[config.mk]
export PLATFORM = sky130hd
export DESIGN_NAME = ssl_ctrl
export DESIGN_NICKNAME = d
export VERILOG_FILES = /design/src/hw/ssl_pkg.sv /design/src/hw/ssl_ctrl.sv /design/src/hw/ssl_step_timer.sv
export SDC_FILE = /design/constraint.sdc
export NUM_CORES = 1
export LEC_CHECK = 0
export ABC_AREA = 1
export BUFFER_PORTS_ARGS = -buffer_cell sky130_fd_sc_hd__buf_2
export CORE_ASPECT_RATIO = 1.75
export CORE_MARGIN = 2
export CORE_UTILIZATION = 59
export DETAILED_ROUTE_END_ITERATION = 8
export PLACE_DENSITY = 0.87
export SKIP_CTS_REPAIR_TIMING = 1
export SYNTH_ARGS = -nofsm -noshare
export SYNTH_HDL_FRONTEND = slang
export SYNTH_SLANG_ARGS = --single-unit
[constraint.sdc]
create_clock -name core_clk -period 4.01 [get_ports core_clk]
set_input_delay 0.401 -clock core_clk [delete_from_list [all_inputs] [get_ports core_clk]]
set_output_delay 0.401 -clock core_clk [all_outputs]
set_load 0.1 [all_outputs]
[src/hw/ssl_pkg.sv]
package ssl_pkg;

    // ==========================================================
    // Clock and timing
    // ==========================================================
    localparam int CLK_NS      = 100;
    // Step times per ramp code, in nanoseconds (160 us down to 2.5 us).
    localparam int STEP_NS_0   = 160000;
    localparam int STEP_NS_1   = 80000;
    localparam int STEP_NS_2   = 40000;
    localparam int STEP_NS_3   = 20000;
    localparam int STEP_NS_4   = 10000;
    localparam int STEP_NS_5   = 5000;
    localparam int STEP_NS_6   = 2500;
    localparam int BLANK_US    = 5000;
    localparam int BLANK_CYC   = (BLANK_US * 1000) / CLK_NS;
    localparam int TMR_W       = 16;

    // ==========================================================
    // Register map
    // ==========================================================
    localparam logic [7:0] RAMP_OFS  = 8'h1a;
    localparam logic [7:0] LDO_OFS   = 8'h1b;
    localparam logic [7:0] RAMP_RST  = 8'h06;
    localparam logic [7:0] LDO_RST   = 8'h1f;
    localparam int         GO_BIT    = 7;
    localparam int         BYP_BIT   = 6;
    localparam int         RATE_W    = 3;
    localparam int         LDO_W     = 6;
    localparam logic [2:0] RATE_IMM  = 3'h7;

    // ==========================================================
    // Linear regulator voltage mapping
    // ==========================================================
    localparam int         MV_W        = 12;
    localparam logic [11:0] LDO_BASE_MV = 12'h384;
    localparam logic [11:0] LDO_STEP_MV = 12'h019;

    typedef enum logic [1:0] {
        SSL_IDLE = 2'b01,
        SSL_RAMP = 2'b10
    } ssl_state_t;

    // Cycles per step; the shortest step is well above one cycle.
    function automatic logic [TMR_W-1:0] step_cycles(
        input logic [RATE_W-1:0] code
    );
        int ns;
        case (code)
            3'h0:    ns = STEP_NS_0;
            3'h1:    ns = STEP_NS_1;
            3'h2:    ns = STEP_NS_2;
            3'h3:    ns = STEP_NS_3;
            3'h4:    ns = STEP_NS_4;
            3'h5:    ns = STEP_NS_5;
            default: ns = STEP_NS_6;
        endcase
        return TMR_W'((ns + CLK_NS - 1) / CLK_NS);
    endfunction : step_cycles

    // full code range
    function automatic logic [MV_W-1:0] ldo_millivolts(
        input logic [LDO_W-1:0] code
    );
        return LDO_BASE_MV + MV_W'(LDO_STEP_MV * MV_W'(code));
    endfunction : ldo_millivolts

endpackage : ssl_pkg

[src/hw/ssl_ctrl.sv]
// Behaviour
// Writing one to bit 7 starts both buck ramps; zero changes nothing.
// The trigger bit clears itself when both bucks reach their targets.
// With bypass bit 6 set, set-point updates start ramps without trigger.
// Ramp code selects 160 to 2.5 us per step; code 7 is immediate.
// Ramp register at 0x1A, resets to 0x06.
// Ramp code affects only the two bucks, never the linear regulator.
// Software clears pulse-frequency mode before tight-mode buck lowering.
// Linear regulator register at 0x1B, 6-bit code, top bits zero, reset 1Fh.
// Linear regulator code maps to 900 mV plus 25 mV per code.
// Each accepted linear regulator write blanks its voltage monitors for 5 ms.
// Linear regulator writes are accepted only while the password unlocks.
// Reserved bits read zero and ignore writes.
// The 25 mV mapping holds up to code 3Fh.
`timescale 1ns/1ps
module ssl_ctrl
    import ssl_pkg::*;
#(
    parameter int              SP_W      = 6,
    parameter logic [SP_W-1:0] LVL_RST   = '0,
    parameter int              BLANK_CNT = BLANK_CYC
)
(
    input  wire logic              core_clk,
    input  wire logic              rst_n,
    input  wire logic [7:0]        reg_addr,
    input  wire logic [7:0]        reg_wdata,
    input  wire logic              reg_wr,
    input  wire logic              reg_rd,
    output logic [7:0]             reg_rdata,
    input  wire logic              pw_unlock,
    input  wire logic [SP_W-1:0]   buck_one_setpoint,
    input  wire logic [SP_W-1:0]   buck_two_setpoint,
    input  wire logic              setpoint_update,
    output logic [SP_W-1:0]        buck_one_level,
    output logic [SP_W-1:0]        buck_two_level,
    output logic                   ramp_busy,
    output logic [LDO_W-1:0]       linear_reg_one_code,
    output logic [MV_W-1:0]        linear_reg_one_mv,
    output logic                   monitor_blank
);
    import ssl_pkg::*;

    // ==========================================================
    // Register state
    // ==========================================================
    logic                go_q, go_d;
    logic                byp_q;
    logic [RATE_W-1:0]   rate_q;
    logic [LDO_W-1:0]    ldo_q;
    logic [MV_W-1:0]     mv_q;
    logic [7:0]          rdata_q, rdata_d;
    logic [31:0]         blank_q, blank_d;
    ssl_state_t          state_q, state_d;
    logic [SP_W-1:0]     tgt1_q, tgt2_q, lvl1_q, lvl2_q, lvl1_d, lvl2_d;

    // ==========================================================
    // Decode
    // ==========================================================
    wire ramp_sel  = (reg_addr == RAMP_OFS);
    wire ldo_sel   = (reg_addr == LDO_OFS);
    wire ramp_wr   = reg_wr && ramp_sel;
    wire ldo_wr    = reg_wr && ldo_sel;
    wire ldo_take  = ldo_wr && pw_unlock;
    wire go_write  = ramp_wr && reg_wdata[GO_BIT];
    wire byp_start = byp_q && setpoint_update;
    wire launch    = go_write || byp_start;
    wire ramping   = (state_q == SSL_RAMP);
    wire immediate = (rate_q == RATE_IMM);
    wire at_target = (lvl1_q == tgt1_q) && (lvl2_q == tgt2_q);
    wire done      = ramping && at_target && !launch;
    wire tick;
    // A trigger written together with a new code must step at the new
    // rate, so the first step length is taken from the write data.
    wire [RATE_W-1:0] rate_now  = ramp_wr ? reg_wdata[RATE_W-1:0] : rate_q;
    wire [TMR_W-1:0]  step_len  = step_cycles(rate_now);

    function automatic logic [SP_W-1:0] toward(
        input logic [SP_W-1:0] cur,
        input logic [SP_W-1:0] tgt
    );
        if (cur < tgt)
            return cur + SP_W'(1);
        else if (cur > tgt)
            return cur - SP_W'(1);
        return cur;
    endfunction : toward

    // bucks only
    ssl_step_timer u_timer (
        .core_clk (core_clk),
        .rst_n    (rst_n),
        .start    (launch),
        .run      (ramping && !immediate),
        .load_val (step_len),
        .tick     (tick)
    );

    // ==========================================================
    // Ramp engine
    // ==========================================================
    // trigger set wins
    assign go_d = go_write ? 1'b1 : (done ? 1'b0 : go_q);
    // bypass launch
    assign state_d = launch ? SSL_RAMP : (done ? SSL_IDLE : state_q);
    // step or jump
    assign lvl1_d = !ramping ? lvl1_q : immediate ? tgt1_q :
                    tick ? toward(lvl1_q, tgt1_q) : lvl1_q;
    assign lvl2_d = !ramping ? lvl2_q : immediate ? tgt2_q :
                    tick ? toward(lvl2_q, tgt2_q) : lvl2_q;

    always_ff @(posedge core_clk)
    begin
        if (!rst_n)
        begin
            state_q <= SSL_IDLE;
            go_q    <= RAMP_RST[GO_BIT];
            lvl1_q  <= LVL_RST;
            lvl2_q  <= LVL_RST;
            tgt1_q  <= LVL_RST;
            tgt2_q  <= LVL_RST;
        end
        else
        begin
            state_q <= state_d;
            // self clear
            go_q    <= go_d;
            lvl1_q  <= lvl1_d;
            lvl2_q  <= lvl2_d;
            if (launch)
            begin
                tgt1_q <= buck_one_setpoint;
                tgt2_q <= buck_two_setpoint;
            end
        end
    end

    // ==========================================================
    // Register writes and blanking
    // ==========================================================
    // blank reload
    assign blank_d = ldo_take ? 32'(BLANK_CNT) :
                     (blank_q != 32'h0) ? blank_q - 32'h1 : blank_q;

    always_ff @(posedge core_clk)
    begin
        if (!rst_n)
        begin
            // ramp reset value
            byp_q   <= RAMP_RST[BYP_BIT];
            rate_q  <= RAMP_RST[RATE_W-1:0];
            // set-point reset
            ldo_q   <= LDO_RST[LDO_W-1:0];
            mv_q    <= ldo_millivolts(LDO_RST[LDO_W-1:0]);
            blank_q <= 32'h0;
            rdata_q <= 8'h00;
        end
        else
        begin
            if (ramp_wr)
            begin
                byp_q  <= reg_wdata[BYP_BIT];
                rate_q <= reg_wdata[RATE_W-1:0];
            end
            // password gate
            if (ldo_take)
                ldo_q <= reg_wdata[LDO_W-1:0];
            // voltage map
            mv_q    <= ldo_millivolts(ldo_take ? reg_wdata[LDO_W-1:0]
                                               : ldo_q);
            blank_q <= blank_d;
            if (reg_rd)
                rdata_q <= rdata_d;
        end
    end

    // reserved read zero
    assign rdata_d = ramp_sel ? {go_q, byp_q, 3'h0, rate_q} :
                     ldo_sel  ? {2'h0, ldo_q} : 8'h00;

    assign reg_rdata           = rdata_q;
    assign buck_one_level      = lvl1_q;
    assign buck_two_level      = lvl2_q;
    assign ramp_busy           = ramping;
    assign linear_reg_one_code = ldo_q;
    assign linear_reg_one_mv   = mv_q;
    assign monitor_blank       = (blank_q != 32'h0);
endmodule : ssl_ctrl

[src/hw/ssl_step_timer.sv]
`timescale 1ns/1ps
module ssl_step_timer
    import ssl_pkg::*;
(
    input  wire logic             core_clk,
    input  wire logic             rst_n,
    input  wire logic             start,
    input  wire logic             run,
    input  wire logic [TMR_W-1:0] load_val,
    output logic                  tick
);
    logic [TMR_W-1:0] cnt_q;
    logic [TMR_W-1:0] cnt_d;
    wire              at_one = (cnt_q == TMR_W'(1));

    // ==========================================================
    // Reload on start and on every tick, so a new rate takes
    // effect at the next step boundary.
    // ==========================================================
    assign tick  = run && !start && at_one;
    assign cnt_d = start ? load_val :
                   !run  ? cnt_q :
                   at_one ? load_val : cnt_q - TMR_W'(1);

    always_ff @(posedge core_clk)
    begin
        if (!rst_n)
            cnt_q <= '0;
        else
            cnt_q <= cnt_d;
    end
endmodule : ssl_step_timer

==> impl_metrics.env, run 1 <==
export IMPL_outcome="completed"
export IMPL_max_freq_ghz=0.278
export IMPL_slew_viol_final=0
export IMPL_n_fill_cell=890
export IMPL_crit_type="primary input to register"
export IMPL_clock_root_buffer="clkbuf_16"
export IMPL_post_route_drc_count=0
export IMPL_crit_family="adder cells"
export IMPL_timing_slew_headroom=0.405
export IMPL_cts_sinks=103
export IMPL_grt_pass1_vias=5809
export IMPL_critPathMaxFanout=10
export IMPL_place_port_buffers=73
export IMPL_drt_initial_drc_count=232
export IMPL_tightest_slew_ns=0.890
export IMPL_peakVddDrop_v=0.000411
export IMPL_worst_ep_arrival_time_ns=3.83
export IMPL_yosysUniqueCellTypes=47
export IMPL_hpwl_um=11000
export IMPL_start_kind="primary input"
export IMPL_ant_nets=0
export IMPL_drive_above_1_share=0.164
export IMPL_synth_seq_area_share=0.329
export IMPL_initial_core_util=0.608
export IMPL_ys_async_sr_fraction=0
export IMPL_finalCritPeriodShare=0.898
export IMPL_cp_end_kind="register"
export IMPL_cp_common_cell="o21ai_0"
export IMPL_placedCellCount=1043
export IMPL_grt_usage=0.273
export IMPL_final_net_count=1018
export IMPL_gp_congestion=0.981
export IMPL_synth_ff_type="dfxtp_1"
export IMPL_grt_overflow_total=0
export IMPL_syn_inst=859
export IMPL_clkLatencyLatePin_ns=0.35
export IMPL_drt_pass1_iter_count=5
export IMPL_synth_nets=950
export IMPL_antenna_cells=0
export IMPL_crit_chain="buf_2 -> inv_2 -> nand2_2 -> nor2_8 -> nand4_1 -> o21ai_0 -> ha_1 -> inv_1 -> fa_1 -> inv_1 -> ha_1 -> fa_1 -> a31oi_1 -> nor2_1 -> o21ai_0 -> nand2_1 -> a21oi_1 -> o21ai_0"
export IMPL_hp_class="primary input to register"
export IMPL_die_area_um2=11500
export IMPL_antenna_found_initial=0
export IMPL_mostFrequentLayoutCells="130 x nand2_1, 127 x inv_1, 103 x dfxtp_1"
export IMPL_ys_ff_latch=103
export IMPL_wl_per_cell_um=14.0
export IMPL_cp_buffers_inverters=4
export IMPL_p_leak_uw=0.00327
export IMPL_cp_required_ns=4.24
export IMPL_htreeDepth=3
export IMPL_avgSynthCellArea_um2=7.29
export IMPL_synth_edff_count=0
export IMPL_final_common_cell="nand2_1"
export IMPL_clock_path_buffers=2
export IMPL_synthesis_area_um2=6260
export IMPL_cts_buffers_inserted=9
export IMPL_rsz0062_at_grt="no"
export IMPL_yosysWarnings=0
export IMPL_tns_ns=0
export IMPL_grt_start_max_net_pins=36
export IMPL_post_route_util=0.683
export IMPL_cpPeakStageDelay_ns=0.47
export IMPL_hold_viol=0
export IMPL_maxCapViolCount=0
export IMPL_stdcell_count=1059
export IMPL_io_pins=74
export IMPL_clk_pin_slew_worst_paths_ns=0.07
export IMPL_power_density_nw_per_um2=476
export IMPL_core_area_um2=10300
export IMPL_setup_viol=0
export IMPL_finalCriticalPeriod_ns=3.60
export IMPL_avgViaCountPerCell=5.55
export IMPL_syn_to_final_growth_pct=12.4
export IMPL_clock_skew_ns=0.0125
export IMPL_die_x_um=81.9
export IMPL_drt_total_wl_um=14800
export IMPL_chipHeight_um=140
export IMPL_slowest_stage="fa_1"
export IMPL_cts_tree="built"
export IMPL_rows=49
export IMPL_grt_first_pass_wirelength_um=25000
export IMPL_via_count=5881
-- through the flow --
step	power (uW)	area, um^2	setup WS, ns	hold WS (ns)
finish	3340	7030	0.411	0.300
global route	3570	7030	0.0172	0.331
CTS	3350	7030	0.389	0.291
detailed placement	2470	6740	0.0447	0.438
global placement	2440	6740	0.251	0.431
floorplan	2250	6260	0.275	0.423
-- registers in the layout (all words and copies together), names as in the netlist --
register,count
blank_q,32
buck_one_level,6
buck_two_level,6
byp_q,1
go_q,1
linear_reg_one_code,6
linear_reg_one_mv,10
rate_q,3
reg_rdata,8
state_q,2
tgt1_q,6
tgt2_q,6
u_timer.cnt_q,16
-- final timing paths --
check                         startpoint                      to  slack, ns  cells past startpoint
setup / recovery             reg_addr[5]   linear_reg_one_mv[10]       0.41                     18
hold / removal              reg_wdata[0]  linear_reg_one_code[0]       0.30                      3
setup reg to reg  linear_reg_one_code[1]   linear_reg_one_mv[10]       0.83                     14
hold reg to reg                     go_q                    go_q       0.45                      2
-- power breakdown --
part / total, uW / switching [uW] / internal [uW]
clock: 881 / 396 / 485
combinational: 1180 / 773 / 407
sequential: 1280 / 128 / 1160
total: 3340 / 1300 / 2050
-- metal layers --
layer  routed length (um)  up-vias  global-route usage
met5                    0        -                   0
met4                  500        0               0.138
met3                  618       38              0.0438
met2                 7960      167               0.491
met1                 5710     2713               0.295
li1                     -     2963                   -
-- layout make-up --
class | instances | area [um^2] | share of cell area
clock buffer | 11 | 233 | 0.0331
clock inverter | 5 | 58.8 | 0.00836
inverter | 138 | 520 | 0.0740
multi-input combinational | 594 | 3570 | 0.508
sequential | 103 | 2060 | 0.293
tap | 127 | 159 | 0.0226
timing repair buffer | 81 | 425 | 0.0605
-- kinds of logic (layout without fill, tap and decap cells) --
group,count (synthesis),count (layout),share of synthesized area
XOR/XNOR,22,22,0.0308
AND/OR/NAND/NOR,327,327,0.249
buffers and inverters,162,235,0.0994
flip-flops,103,103,0.329
adder cells (fa/ha/maj),57,57,0.120
AO/OA/AOI/OAI,188,188,0.172
-- worst register-to-register path, cell delays in order, from the launching register on --
cell	delay, ns
dfxtp_1	0.34
nand2_1	0.07
o21ai_0	0.17
ha_1	0.33
inv_1	0.05
fa_1	0.49
inv_1	0.04
ha_1	0.33
fa_1	0.47
a31oi_1	0.23
nor2_1	0.07
o21ai_0	0.18
nand2_1	0.10
a21oi_1	0.12
o21ai_0	0.08
-- Yosys cell counts (2+ instances only) --
cell / instances / share of area
a211oi_1: 15 / 0.018
a21oi_1: 82 / 0.066
a311oi_1: 4 / 0.0056
a31oi_1: 8 / 0.0080
buf_4: 3 / 0.0036
clkbuf_1: 20 / 0.012
dfxtp_1: 103 / 0.33
fa_1: 5 / 0.016
ha_1: 52 / 0.10
inv_1: 128 / 0.077
inv_2: 9 / 0.0054
nand2_1: 130 / 0.078
nand2_2: 9 / 0.0090
nand2_4: 2 / 0.0036
nand3_1: 26 / 0.021
nand3_2: 3 / 0.0048
nand4_1: 12 / 0.012
nand4_2: 2 / 0.0040
nor2_1: 90 / 0.054
nor2_2: 8 / 0.0080
nor2_4: 8 / 0.014
nor3_1: 13 / 0.010
nor3_2: 3 / 0.0048
nor3b_1: 2 / 0.0024
nor4_1: 7 / 0.0070
o2111ai_1: 2 / 0.0028
o211ai_1: 9 / 0.011
o21ai_0: 56 / 0.045
o21bai_1: 2 / 0.0024
o31ai_1: 2 / 0.0024
or2_1: 2 / 0.0020
or2_2: 7 / 0.0070
xnor2_1: 11 / 0.015
xor2_1: 11 / 0.015
Note: power is estimated with default switching activity, not from simulation.
==> run 2, diff against run 1 <==
GPL_TIMING_DRIVEN = 0   (was unset)
==> impl_metrics.env, run 2 (synthesis results as in run 1) <==
export IMPL_netSwitchingFraction=0.391
export IMPL_clock_root_buffer="clkbuf_16"
export IMPL_grt_pass1_vias=5805
export IMPL_setup_viol=0
export IMPL_dpl_instance_area_um2=6780
export IMPL_initial_core_util=0.608
export IMPL_grt_overflow_total=0
export IMPL_rsz0062_at_grt="no"
export IMPL_hold_worst_slack_ns=0.299
export IMPL_core_area_um2=10300
export IMPL_power_density_nw_per_um2=474
export IMPL_antenna_found_initial=0
export IMPL_gp_congestion=0.986
export IMPL_ant_nets=0
export IMPL_clock_path_buffers=2
export IMPL_min_to="linear_reg_one_code[0]"
export IMPL_clock_skew_ns=0.00794
export IMPL_p_switching_uw=1310
export IMPL_seqPwrFrac=0.381
export IMPL_wl_per_cell_um=14.9
export IMPL_grt_first_pass_wirelength_um=25600
export IMPL_syn_to_final_growth_pct=13.3
export IMPL_crit_type="primary input to register"
export IMPL_placedCellCount=1059
export IMPL_drt_initial_drc_count=347
export IMPL_design_area_um2=7090
export IMPL_hp_class="primary input to register"
export IMPL_hold_viol=0
export IMPL_reg2reg_depth=16
export IMPL_critPathMaxFanout=10
export IMPL_cts_sinks=103
export IMPL_total_power_uw=3360
export IMPL_cp_end_kind="register"
export IMPL_combPwrFrac=0.358
export IMPL_timing_slew_headroom=0.483
export IMPL_final_common_cell="nand2_1"
export IMPL_r2r_start="buck_one_level[5]"
export IMPL_grt_usage=0.285
export IMPL_avgViaCountPerCell=5.65
export IMPL_n_fill_cell=860
export IMPL_tns_ns=0
export IMPL_place_port_buffers=73
export IMPL_final_net_count=1035
export IMPL_slew_viol_final=0
export IMPL_rows=49
export IMPL_finalCritPeriodShare=0.913
export IMPL_io_pins=74
export IMPL_grt_start_max_net_pins=17
export IMPL_drt_pass1_iter_count=5
export IMPL_start_kind="primary input"
export IMPL_drive_above_1_share=0.158
export IMPL_drt_total_wl_um=16000
export IMPL_clk_pin_slew_worst_paths_ns=0.07
export IMPL_die_x_um=81.9
export IMPL_top_register="blank_q"
export IMPL_peakVddDrop_v=0.000428
export IMPL_whs_path_depth=3
export IMPL_htreeDepth=3
export IMPL_cts_buffers_inserted=9
export IMPL_post_route_drc_count=0
export IMPL_reg2reg_slack_ns=0.86
export IMPL_internal_power_uw=2050
export IMPL_clkLatencyLatePin_ns=0.36
export IMPL_timing_rr_end="buck_one_level[5]"
export IMPL_clock_power_share=0.261
export IMPL_hpwl_um=12100
export IMPL_finalCriticalPeriod_ns=3.66
export IMPL_p_leak_uw=0.00328
export IMPL_cp_required_ns=4.26
export IMPL_cts_tree="built"
export IMPL_hp_start="reg_wdata[0]"
export IMPL_worst_ep_arrival_time_ns=3.91
export IMPL_maxCapViolCount=0
export IMPL_tightest_slew_ns=0.768
export IMPL_chipHeight_um=140
export IMPL_largest_reg_flops=32
export IMPL_mostFrequentLayoutCells="130 x nand2_1, 128 x inv_1, 103 x dfxtp_1"
export IMPL_stdcell_count=1075
export IMPL_antenna_cells=0
export IMPL_outcome="completed"
export IMPL_die_area_um2=11500
export IMPL_max_freq_ghz=0.273
export IMPL_via_count=6073
[run 2: cell types whose count changed in the layout (fill, tap and decap cells not counted), sizes merged]
cell / previous run / this run
clkbuf: 11 / 30
buf: 81 / 78
clkinv: 2 / 3
clkinvlp: 2 / 1
[run 2: power groups by stage]
stage	Combinational (uW)	Clock (uW)	Sequential [uW]
floorplan	948	0	1300
global placement	1150	0	1300
detailed placement	1180	0	1300
CTS	1200	878	1280
global route	1340	920	1300
finish	1200	876	1280
[run 2: cell type report]
cell class	instances	area, um^2	area share
multi-input cells	594	3580	0.505
flip-flops and latches	103	2060	0.291
inverters	138	520	0.0734
repair buffers	74	373	0.0526
clock buffers	10	229	0.0323
well taps	127	159	0.0224
plain buffers	24	105	0.0148
clock inverters	5	60.1	0.00847
[run 2: per-layer routing]
metal	track usage	part of all wire	vias to the layer above	wire length [um]
met2	0.516	0.55	188	8730
met5	0	0	-	0
met1	0.305	0.37	2813	5860
met4	0.154	0.044	0	705
met3	0.0432	0.044	59	711
li1	-	-	3013	-
[run 2: worst max-delay path by stage]
stage / start / to / slack, ns / cells after the start
floorplan: reg_addr[2] / linear_reg_one_mv[10] / 0.27 / 19
global placement: reg_addr[2] / linear_reg_one_mv[11] / -0.36 / 22
detailed placement: reg_addr[2] / linear_reg_one_mv[10] / -0.36 / 19
CTS: reg_addr[2] / linear_reg_one_mv[10] / -0.01 / 19
global route: reg_addr[2] / linear_reg_one_mv[11] / 0.003 / 23
finish: reg_addr[2] / linear_reg_one_mv[10] / 0.35 / 20
[run 2: per-stage QoR]
stage | utilization | worst slack, ns
finish | 0.688 | 0.347
global route | 0.688 | 0.00272
CTS | 0.687 | -0.0136
detailed placement | 0.659 | -0.359
global placement | 0.659 | -0.359
floorplan | - | 0.275
[run 2: worst max-delay path, cell delays in order]
cell      delay (ns)
buf_2           0.10
inv_2           0.03
nand2_1         0.11
nor2_4          0.16
nand4_1         0.19
clkbuf_4        0.24
nand2_1         0.06
o21ai_0         0.14
ha_1            0.32
inv_1           0.05
fa_1            0.49
inv_1           0.05
ha_1            0.33
fa_1            0.47
a31oi_1         0.23
nor2_1          0.07
o21ai_0         0.17
nand2_1         0.09
a21oi_1         0.11
o21ai_0         0.09
